===== src/include/clkgen_cfg_pkg.sv =====
// Constants, types and helper functions of the clock generator configuration slave
package clkgen_cfg_pkg;

    // Register and command indices carried by the pointer byte
    localparam logic [7:0] REG_DIVIDER = 8'h02;
    localparam logic [7:0] REG_BUS_ID = 8'h0D;
    localparam logic [7:0] CMD_COMMIT = 8'h3F;

    // Reset values, unused bits already set to one
    localparam logic [7:0] DIVIDER_RESET = 8'hC6;
    localparam logic [7:0] BUS_ID_RESET = 8'hF0;

    // Implemented bits of each register; the rest read as one
    localparam logic [7:0] DIVIDER_USED_MASK = 8'h3F;
    localparam logic [7:0] BUS_ID_USED_MASK = 8'h0F;
    localparam logic [7:0] READ_UNMAPPED = 8'hFF;

    // Field positions
    localparam int IDLE_DRIVE_BIT = 5;
    localparam int DITHER_DEPTH_BIT = 4;
    localparam int DIV_EXP_MSB = 3;
    localparam int NV_POLICY_BIT = 3;
    localparam int SLAVE_ID_MSB = 2;
    localparam int BYTE_MSB = 7;

    // Largest divide exponent
    localparam logic [3:0] DIV_EXP_MAX = 4'h8;

    // Bits per byte on the serial bus
    localparam logic [3:0] BYTE_BITS = 4'h8;

    // Upper slave address bits; value is arbitrary
    localparam logic [3:0] DEVICE_ID_DEFAULT = 4'hB;

    // Nonvolatile write time and its cycle count at the system clock
    localparam int NV_WRITE_TIME_US = 10000;
    localparam int CLK_PERIOD_NS = 10;
    localparam int NV_WRITE_CYCLES = NV_WRITE_TIME_US * 1000 / CLK_PERIOD_NS;

    // Decoded settings driven to the oscillator side
    typedef struct packed {
        logic idle_drive_low;
        logic dither_depth_2pct;
        logic [3:0] div_exp;
    } settings_s;

    // Snapshot handed to the nonvolatile store
    typedef struct packed {
        logic [7:0] divider;
        logic [7:0] bus_id;
    } nv_image_s;

    // Serial slave states
    typedef enum logic [2:0] {
        ST_IDLE,
        ST_ADDR,
        ST_ADDR_ACK,
        ST_WR,
        ST_WR_ACK,
        ST_RD,
        ST_RD_ACK,
        ST_IGNORE
    } bus_state_e;

    // Clamp of the divide exponent field
    function automatic logic [3:0] clamp_exp(input logic [3:0] field);
        clamp_exp = (field > DIV_EXP_MAX) ? DIV_EXP_MAX : field;
    endfunction

    // Read value of the register chosen by the pointer
    function automatic logic [7:0] read_value(input logic [7:0] ptr, input logic [7:0] divider,
                                              input logic [7:0] bus_id);
        if (ptr == REG_DIVIDER) begin
            read_value = divider | ~DIVIDER_USED_MASK;
        end else if (ptr == REG_BUS_ID) begin
            read_value = bus_id | ~BUS_ID_USED_MASK;
        end else begin
            read_value = READ_UNMAPPED;
        end
    endfunction

endpackage


===== src/rtl/pin_sync.sv =====
// Two-stage synchroniser for inputs from outside the clock domain
`timescale 1ns/1ps
module pin_sync #(
    parameter int WIDTH = 4
) (
    input wire logic clk_i,
    input wire logic rstn_i,
    input wire logic ce_i,
    input wire logic [WIDTH-1:0] async_i,
    input wire logic [WIDTH-1:0] reset_val_i,
    output logic [WIDTH-1:0] sync_o
);

    logic [WIDTH-1:0] meta_ff;
    logic [WIDTH-1:0] sync_ff;
    logic [WIDTH-1:0] nxt_meta;
    logic [WIDTH-1:0] nxt_sync;

    // Next values, frozen while the clock enable is low
    always_comb begin
        nxt_meta = meta_ff;
        nxt_sync = sync_ff;
        if (ce_i) begin
            nxt_meta = async_i;
            nxt_sync = meta_ff;
        end
    end

    // Stage registers; bus lines idle high
    always_ff @(posedge clk_i) begin
        if (!rstn_i) begin
            meta_ff <= reset_val_i;
            sync_ff <= reset_val_i;
        end else begin
            meta_ff <= nxt_meta;
            sync_ff <= nxt_sync;
        end
    end

    assign sync_o = sync_ff;

endmodule


===== src/rtl/clock_gen_config_serial_slave.sv =====
// Two-wire configuration slave with nonvolatile commit control
`timescale 1ns/1ps
module clock_gen_config_serial_slave
    import clkgen_cfg_pkg::*;
#(
    parameter int NV_WRITE_CYCLES_P = NV_WRITE_CYCLES,
    parameter logic [3:0] DEVICE_ID = DEVICE_ID_DEFAULT
) (
    input wire logic clk_i,
    input wire logic rstn_i,
    input wire logic ce_i,
    input wire logic scl_i,
    input wire logic sda_i,
    output logic sda_o,
    output logic sda_oe_o,
    input wire logic dither_enable_pin_i,
    input wire logic power_down_pin_n_i,
    output settings_s settings_o,
    output logic dither_active_o,
    output logic out_drive_low_o,
    output logic out_float_o,
    output logic [6:0] slave_addr_o,
    output logic nv_write_o,
    output nv_image_s nv_image_o,
    output logic nv_busy_o
);

    logic scl_s;
    logic sda_s;
    logic dither_s;
    logic pdn_n_s;
    logic scl_q_ff;
    logic sda_q_ff;
    logic start_det;
    logic stop_det;
    logic scl_rise;
    logic scl_fall;
    logic [6:0] own_addr;
    logic [7:0] rd_byte;

    bus_state_e state_ff, nxt_state;
    logic [3:0] bit_cnt_ff, nxt_bit_cnt;
    logic [7:0] shift_ff, nxt_shift;
    logic rw_ff, nxt_rw;
    logic first_ff, nxt_first;
    logic [7:0] ptr_ff, nxt_ptr;
    logic sda_drv_ff, nxt_sda_drv;
    logic [7:0] divider_ff, nxt_divider;
    logic [7:0] bus_id_ff, nxt_bus_id;
    logic nv_pend_ff, nxt_nv_pend;
    logic nv_busy_ff, nxt_nv_busy;
    logic [31:0] nv_cnt_ff, nxt_nv_cnt;
    logic nv_write_ff, nxt_nv_write;
    nv_image_s nv_image_ff, nxt_nv_image;
    settings_s settings_ff, nxt_settings;
    logic dither_active_ff, nxt_dither_active;
    logic drive_low_ff, nxt_drive_low;
    logic float_ff, nxt_float;

    // Bus lines and pins cross into the clock domain
    pin_sync #(
        .WIDTH(4)
    ) u_sync (
        .clk_i(clk_i),
        .rstn_i(rstn_i),
        .ce_i(ce_i),
        .async_i({scl_i, sda_i, dither_enable_pin_i, power_down_pin_n_i}),
        .reset_val_i(4'hF),
        .sync_o({scl_s, sda_s, dither_s, pdn_n_s})
    );

    // Bus conditions from synchronised lines; sampling at 10 ns suits both bus rates
    assign start_det = scl_s & scl_q_ff & sda_q_ff & ~sda_s;
    assign stop_det = scl_s & scl_q_ff & ~sda_q_ff & sda_s;
    assign scl_rise = scl_s & ~scl_q_ff;
    assign scl_fall = ~scl_s & scl_q_ff;
    assign own_addr = {DEVICE_ID, bus_id_ff[SLAVE_ID_MSB:0]};
    assign rd_byte = read_value(ptr_ff, divider_ff, bus_id_ff);

    // Serial slave, registers and store control
    always_comb begin
        nxt_state = state_ff;
        nxt_bit_cnt = bit_cnt_ff;
        nxt_shift = shift_ff;
        nxt_rw = rw_ff;
        nxt_first = first_ff;
        nxt_ptr = ptr_ff;
        nxt_sda_drv = sda_drv_ff;
        nxt_divider = divider_ff;
        nxt_bus_id = bus_id_ff;
        nxt_nv_pend = nv_pend_ff;
        nxt_nv_busy = nv_busy_ff;
        nxt_nv_cnt = nv_cnt_ff;
        nxt_nv_write = 1'b0;
        nxt_nv_image = nv_image_ff;
        if (stop_det) begin
            nxt_state = ST_IDLE;
            nxt_sda_drv = 1'b0;
        end else if (start_det) begin
            nxt_state = ST_ADDR;
            nxt_bit_cnt = '0;
            nxt_sda_drv = 1'b0;
        end else begin
            case (state_ff)
                ST_ADDR: begin
                    if (scl_rise) begin
                        nxt_shift = {shift_ff[BYTE_MSB-1:0], sda_s};
                        nxt_bit_cnt = bit_cnt_ff + 4'h1;
                    end else if (scl_fall && bit_cnt_ff == BYTE_BITS) begin
                        if (shift_ff[BYTE_MSB:1] == own_addr && !nv_busy_ff) begin
                            nxt_state = ST_ADDR_ACK;
                            nxt_sda_drv = 1'b1;
                            nxt_rw = shift_ff[0];
                        end else begin
                            nxt_state = ST_IGNORE;
                        end
                    end
                end
                ST_ADDR_ACK: begin
                    if (scl_fall) begin
                        nxt_bit_cnt = '0;
                        if (rw_ff) begin
                            nxt_state = ST_RD;
                            nxt_shift = rd_byte;
                            nxt_sda_drv = ~rd_byte[BYTE_MSB];
                        end else begin
                            nxt_state = ST_WR;
                            nxt_sda_drv = 1'b0;
                            nxt_first = 1'b1;
                        end
                    end
                end
                ST_WR: begin
                    if (scl_rise) begin
                        nxt_shift = {shift_ff[BYTE_MSB-1:0], sda_s};
                        nxt_bit_cnt = bit_cnt_ff + 4'h1;
                    end else if (scl_fall && bit_cnt_ff == BYTE_BITS) begin
                        if (nv_busy_ff) begin
                            nxt_state = ST_IGNORE;
                        end else begin
                            nxt_state = ST_WR_ACK;
                            nxt_sda_drv = 1'b1;
                            if (first_ff) begin
                                nxt_first = 1'b0;
                                nxt_ptr = shift_ff;
                                if (shift_ff == CMD_COMMIT) begin
                                    nxt_nv_pend = 1'b1;
                                end
                            end else if (ptr_ff == REG_DIVIDER) begin
                                nxt_divider = shift_ff | ~DIVIDER_USED_MASK;
                                if (!bus_id_ff[NV_POLICY_BIT]) begin
                                    nxt_nv_pend = 1'b1;
                                end
                            end else if (ptr_ff == REG_BUS_ID) begin
                                nxt_bus_id = shift_ff | ~BUS_ID_USED_MASK;
                                nxt_nv_pend = 1'b1;
                            end
                        end
                    end
                end
                ST_WR_ACK: begin
                    if (scl_fall) begin
                        nxt_state = ST_WR;
                        nxt_sda_drv = 1'b0;
                        nxt_bit_cnt = '0;
                    end
                end
                ST_RD: begin
                    if (scl_rise) begin
                        nxt_bit_cnt = bit_cnt_ff + 4'h1;
                    end else if (scl_fall) begin
                        if (bit_cnt_ff == BYTE_BITS) begin
                            nxt_state = ST_RD_ACK;
                            nxt_sda_drv = 1'b0;
                        end else begin
                            nxt_shift = {shift_ff[BYTE_MSB-1:0], 1'b1};
                            nxt_sda_drv = ~shift_ff[BYTE_MSB-1];
                        end
                    end
                end
                ST_RD_ACK: begin
                    if (scl_rise && sda_s) begin
                        nxt_state = ST_IGNORE;
                    end else if (scl_fall) begin
                        nxt_state = ST_RD;
                        nxt_bit_cnt = '0;
                        nxt_shift = rd_byte;
                        nxt_sda_drv = ~rd_byte[BYTE_MSB];
                    end
                end
                ST_IDLE, ST_IGNORE: begin
                    nxt_sda_drv = 1'b0;
                end
                default: begin
                    nxt_state = ST_IDLE;
                    nxt_sda_drv = 1'b0;
                end
            endcase
        end
        // Store cycle begins at STOP and blocks the bus until done
        if (nv_busy_ff) begin
            nxt_nv_cnt = nv_cnt_ff + 32'h0000_0001;
            if (nv_cnt_ff >= 32'(NV_WRITE_CYCLES_P - 1)) begin
                nxt_nv_busy = 1'b0;
            end
        end else if (stop_det && nv_pend_ff) begin
            nxt_nv_busy = 1'b1;
            nxt_nv_cnt = '0;
            nxt_nv_pend = 1'b0;
            nxt_nv_write = 1'b1;
            nxt_nv_image = '{divider: divider_ff, bus_id: bus_id_ff};
        end
    end

    // Decoded settings and output idle behaviour
    always_comb begin
        nxt_settings.idle_drive_low = divider_ff[IDLE_DRIVE_BIT];
        nxt_settings.dither_depth_2pct = divider_ff[DITHER_DEPTH_BIT];
        nxt_settings.div_exp = clamp_exp(divider_ff[DIV_EXP_MSB:0]);
        nxt_dither_active = dither_s;
        nxt_drive_low = ~pdn_n_s & divider_ff[IDLE_DRIVE_BIT];
        nxt_float = ~pdn_n_s & ~divider_ff[IDLE_DRIVE_BIT];
    end

    // State registers, frozen while the clock enable is low
    always_ff @(posedge clk_i) begin
        if (!rstn_i) begin
            scl_q_ff <= 1'b1;
            sda_q_ff <= 1'b1;
            state_ff <= ST_IDLE;
            bit_cnt_ff <= '0;
            shift_ff <= '0;
            rw_ff <= 1'b0;
            first_ff <= 1'b0;
            ptr_ff <= '0;
            sda_drv_ff <= 1'b0;
            divider_ff <= DIVIDER_RESET;
            bus_id_ff <= BUS_ID_RESET;
            nv_pend_ff <= 1'b0;
            nv_busy_ff <= 1'b0;
            nv_cnt_ff <= '0;
            nv_write_ff <= 1'b0;
            nv_image_ff <= '0;
            settings_ff <= '0;
            dither_active_ff <= 1'b0;
            drive_low_ff <= 1'b0;
            float_ff <= 1'b0;
        end else if (ce_i) begin
            scl_q_ff <= scl_s;
            sda_q_ff <= sda_s;
            state_ff <= nxt_state;
            bit_cnt_ff <= nxt_bit_cnt;
            shift_ff <= nxt_shift;
            rw_ff <= nxt_rw;
            first_ff <= nxt_first;
            ptr_ff <= nxt_ptr;
            sda_drv_ff <= nxt_sda_drv;
            divider_ff <= nxt_divider;
            bus_id_ff <= nxt_bus_id;
            nv_pend_ff <= nxt_nv_pend;
            nv_busy_ff <= nxt_nv_busy;
            nv_cnt_ff <= nxt_nv_cnt;
            nv_write_ff <= nxt_nv_write;
            nv_image_ff <= nxt_nv_image;
            settings_ff <= nxt_settings;
            dither_active_ff <= nxt_dither_active;
            drive_low_ff <= nxt_drive_low;
            float_ff <= nxt_float;
        end
    end

    // Open-drain data line: only ever pulls low
    assign sda_o = 1'b0;
    assign sda_oe_o = sda_drv_ff;
    assign settings_o = settings_ff;
    assign dither_active_o = dither_active_ff;
    assign out_drive_low_o = drive_low_ff;
    assign out_float_o = float_ff;
    assign slave_addr_o = own_addr;
    assign nv_write_o = nv_write_ff;
    assign nv_image_o = nv_image_ff;
    assign nv_busy_o = nv_busy_ff;

endmodule


===== config.mk =====
export PLATFORM = sky130hd
export DESIGN_NAME = clock_gen_config_serial_slave
export DESIGN_NICKNAME = d
export VERILOG_FILES = /design/src/include/clkgen_cfg_pkg.sv /design/src/rtl/pin_sync.sv /design/src/rtl/clock_gen_config_serial_slave.sv
export SDC_FILE = /design/constraint.sdc
export NUM_CORES = 1
export LEC_CHECK = 0
export BUFFER_PORTS_ARGS = -buffer_cell sky130_fd_sc_hd__buf_2
export CORE_MARGIN = 10
export CORE_UTILIZATION = 60
export CTS_BUF_LIST = sky130_fd_sc_hd__clkbuf_8
export DETAILED_ROUTE_END_ITERATION = 10
export PLACE_DENSITY = 0.91
export SKIP_CTS_REPAIR_TIMING = 1
export SYNTH_ARGS = -nofsm -noshare
export SYNTH_HDL_FRONTEND = slang
export SYNTH_SLANG_ARGS = --single-unit

===== constraint.sdc =====
create_clock -name clk_i -period 2.92 [get_ports clk_i]
set_input_delay 0.876 -clock clk_i [delete_from_list [all_inputs] [get_ports clk_i]]
set_output_delay 0.876 -clock clk_i [all_outputs]
set_load 0.005 [all_outputs]

Yosys cells after proc, flatten, opt, wreduce, memory -nomap -nowiden. Cells that the tools add are included.

Input port bits: 7. Register bits: 102. Output and inout port bits: 36. Logic and storage cells: 194.

Bitwise operators: 23. Muxes and demuxes: 76. $lt $le $gt $ge: 2. Reduce and logical (&&, ||, !) cells: 26. Eq/ne operators: 40. $add $sub $neg: 2.

Operators by type and width (number): 32-bit 2-to-1 mux (2); 8-bit 2-to-1 mux (8); 4-bit != test, second input constant (13); 3-bit 2-to-1 mux (15); 1-bit 2-to-1 mux (38); 32-bit by 1-bit adder with 32-bit output, second input constant (1); 32-bit by 20-bit greater-or-equal comparator with 1-bit output, second input constant (1); 8-bit one-hot mux with 4 select lines (1); 4-bit 2-to-1 mux (6); 12-bit AND reduction (2); 2-bit != test, second input constant (11); 3-bit one-hot mux with 6 select lines (1); 9-bit AND reduction (2); 1-bit NOT (13); 13-bit AND reduction (1); 3-bit == test, second input constant (4); 4-bit one-hot mux with 3 select lines (1); 10-bit AND reduction (1); 1-bit AND (9); 8-bit by 2-bit == test with 1-bit output, second input constant (1); 8-bit by 4-bit == test with 1-bit output, second input constant (1); 8-bit by 6-bit == test with 1-bit output, second input constant (1); 8-bit AND reduction (1); 4-bit nonzero test (2); other kinds (26) (33).

Depth between registers and ports, before layout.
Word-level depth: 12. Gate-level depth with buffers: 8. Depth with buffers taken out: 7.

By module. From an unflattened synthesis, not the netlist that was laid out.

Cell total of the unflattened synthesis: 579. Area, all modules: 5117.4 µm².

By module, submodules not included: clock_gen_config_serial_slave (area each 4739.5 µm², instances 1, cells an instance 561); pin_sync (area each 377.9 µm², instances 1, cells an instance 18).

Worst setup path after synthesis. OpenSTA, ideal clock, no wires.

Path type: input-to-reg. Start point: in ce_i. End point: reg nv_cnt_ff[20]. Required time: 2.792 ns. Stages: 7. Path slack: 0.513 ns. Arrival: 2.279 ns. Path buffers: 3. Path through: clkbuf_1 nor2b_1 nand3_1 nand2_1 clkbuf_1 buf_1 nor2_1.

Longest elaborated chain between the ends: 1.

Ends and longest elaborated chain: start, declared (line clock_gen_config_serial_slave.sv:11) `input wire logic ce_i,`; 2-bit AND reduction (no source line); end signal, assigned (line clock_gen_config_serial_slave.sv:262) `nv_cnt_ff <= nxt_nv_cnt;`; end, declared (line clock_gen_config_serial_slave.sv:52) `logic [31:0] nv_cnt_ff, nxt_nv_cnt;`.

No other way between the ends. A chain may end at the register's enable or synchronous reset.

Worst setup path after layout.
Start point: reg u_sync.sync_ff[3], in the netlist u_sync.sync_o[3]. End point: reg nv_cnt_ff[25].

Longest elaborated chain between the ends: 6.

Ends and longest elaborated chain: start, declared (line pin_sync.sv:15) `logic [WIDTH-1:0] sync_ff;`; start signal, assigned (line pin_sync.sv:33) `sync_ff <= reset_val_i;`; start signal, assigned (line pin_sync.sv:36) `sync_ff <= nxt_sync;`; 1-bit AND (3 in series) (line clock_gen_config_serial_slave.sv:74) `assign stop_det = scl_s & scl_q_ff & ~sda_q_ff & sda_s;`; 1-bit logical AND (line clock_gen_config_serial_slave.sv:206) `end else if (stop_det && nv_pend_ff) begin`; 2-bit nonzero test (no source line); 2-bit AND reduction (no source line).

No other way between the ends.

==> flow_summary.yaml <==
worst_hold_path:
  min_path_type: "reg2reg"
job:
  cap_violations: 0
power:
  ir_drop_mv: 0.2340
  p_leak_nw: 1.951
  p_total_mw: 2.307
  powerDensity_nw_per_um2: 427.7
logic_synthesis:
  synth_top_cell_by_area: "dfxtp_1"
  synth_area_leaders: "dfxtp_1 (40%), mux2i_1 (6.9%), nand2_1 (5.8%)"
  synthSimpleGateAreaFrac_pct: 28.39
  syn_area_um2: 5059
  synth_top_family_by_area: "simple AND/OR/NAND/NOR gates"
  synth_flop_cell: "dfxtp_1"
  synth_top_area_share_pct: 39.97
  synthArstFlopShare_pct: 0
  yosys.area_share.adder_pct: 0.7420
  ys_ff_latch: 101
  synth_compound_area_share_pct: 13.58
  synth-xor-area-share_pct: 4.502
  synth_common_cells: "dfxtp_1 (101), nand2_1 (78), mux2i_1 (35), nor2_1 (35), nand3_1 (33)"
  ys_types: 61
  syn-mean-instance-area_um2: 8.531
  yosys-mux-area-fraction_pct: 7.148
  synth_edf_count: 0
  synthCells: 593
  yosysWarnings: 0
  yosysSeqAreaShare_pct: 39.97
  yosysMostFrequentCell: "dfxtp_1"
global_routing:
  grt_usage_pct: 18.49
  grt_pass1_wl_um: 20070
  first_global_vias: 4293
  grt_max_degree: 76
  antenna_found_initial: 0
  grt-ovfl-total: 0
detailed_routing:
  drtIter0Drc: 363
  routed_via_density: 6.243
  num_vias: 4470
  antenna_left: 0
  routed_wl_um: 11840
  wl_per_cell_um: 16.53
  drtPass1Iterations: 6
  drcViolationCount: 0
timing:
  fin_tns_setup_ps: 0
  fin_crit_sh_pct: 81.25
  period_needed_ps: 2372
  timing.fmax_mhz: 421.5
  slew_violations: 0
  setup_viol: 0
  hold_viol_final: 0
  tightest_slew_ps: 701.3
  rsz0062_at_grt: "no"
  relSlewSlack_pct: 53.18
  finClkSkew_ps: 16.34
clock_network:
  clk_path_buf_depth: 2
  cts_tree: "built"
  numCtsBuffers: 9
  clk-insertion-delay-late_ps: 360
  cts_htree_levels: 3
  cts.sinks: 101
  root_buffer: "clkbuf_8"
  clk_pin_slew_ps: 100
critical_path:
  arrival_ps: 2670
  endpoint_kind: "flop"
  worstPathRequired_ps: 3210
  path_max_fanout: 12
  worstSetupPathType: "reg2reg"
  critPathLaunchType: "flop"
place:
  dp.cells: 701
  dpl_cell_area_um2: 5229
  port_buffers: 37
  place.gp.congestion: 0.9532
  hpwl_um: 8183
cells_and_area:
  final_cells: 716
  n_antenna_cell: 0
  drive_gt1_share_pct: 11.13
  fin_nets: 617
  syn_to_final_growth_pct: 6.629
  fillCellCount: 654
  final_area_um2: 5394
die:
  die-area_um2: 12500
  dieHeight_um: 111.8
  coreArea_um2: 8217
  dieWidth_um: 111.8
  num_rows: 33
  initial_utilization_pct: 61.57
  pin_count: 43
run_status:
  outcome: "complete, no violations"
-- registers in the layout (all words and copies together) (netlist names), 3 cells and up --
name,count
u_sync.sync_o,4
shift_ff,8
settings_o,6
divider_ff,6
bit_cnt_ff,4
state_ff,3
nv_cnt_ff,32
nv_image_o,11
bus_id_ff,4
u_sync.meta_ff,4
ptr_ff,8
-- routing by layer --
metal	routed length, um	global-route usage [%]	vias to the layer above
li1	-	-	2135
met1	5061	22.70	2101
met2	5645	30.34	216
met3	981	4.831	18
met4	147	6.941	0
met5	0	0	-
-- cells by family (layout without fill, tap and decap cells) --
| logic type | count (synthesis) | after routing |
|---|---|---|
| buf+inv | 57 | 72 |
| compound gates | 102 | 102 |
| simple gates | 266 | 266 |
| flops | 101 | 101 |
| mux | 36 | 36 |
| xor+xnor | 26 | 26 |
| other cells | 2 | 5 |
| fa+ha+maj | 3 | 3 |
-- layout make-up --
| class | count | area [um2] | share of cell area, % |
|---|---|---|---|
| Multi-Input combinational cell | 438 | 2769 | 51.33 |
| Sequential cell | 101 | 2022 | 37.49 |
| Timing Repair Buffer | 46 | 265.3 | 4.918 |
| Tap cell | 105 | 131.4 | 2.436 |
| Clock buffer | 9 | 123.9 | 2.296 |
| Clock inverter | 6 | 41.29 | 0.7655 |
| Inverter | 11 | 41.29 | 0.7655 |
-- placed cells by master, fill, tap and decap left out, types with 12 or more instances in the layout --
cell type	synthesis	routed
xnor2_1	20	20
nor2b_1	24	24
o21ai_0	21	21
nor2_1	35	35
a21oi_1	18	18
inv_1	11	12
dfxtp_1	101	101
nand3_1	33	33
nand2_1	78	78
buf_2	1	37
nor4_1	12	12
or4_1	12	12
mux2i_1	35	35
a21boi_0	16	16
-- path summary, 6_finish.rpt --
| check | start | to | slack, ps | cells after the start |
|---|---|---|---|---|
| max | u_sync.sync_o[3] | nv_cnt_ff[25] | 550 | 5 |
| min | ptr_ff[6] | ptr_ff[6] | 470 | 2 |
| max reg2reg | u_sync.sync_o[3] | nv_cnt_ff[25] | 550 | 5 |
| min reg2reg | ptr_ff[6] | ptr_ff[6] | 470 | 2 |
-- power by group --
group	total [mW]	internal, mW	switching, mW	leakage (nW)
clock	0.788	0.306	0.482	0.0829
combinational	0.115	0.0455	0.0700	1.05
sequential	1.40	1.39	0.0157	0.816
-- metrics by stage --
stage               util [%]  hold slack, ps  setup slack [ps]
finish                 65.65           472.2             547.6
global route           65.65           504.4             400.7
CTS                    65.65           473.6             585.8
detailed placement     63.64           461.2             402.1
global placement       63.64           445.0             487.3
floorplan                  -           437.9             513.1
-- critical path: stages, from the launching register on --
cell     delay [ps]
dfxtp_1         570
and4b_1         450
a21oi_4         160
or3_4           500
or4b_1          480
a21oi_1         150
No activity file was read; power rests on OpenSTA's default activity.
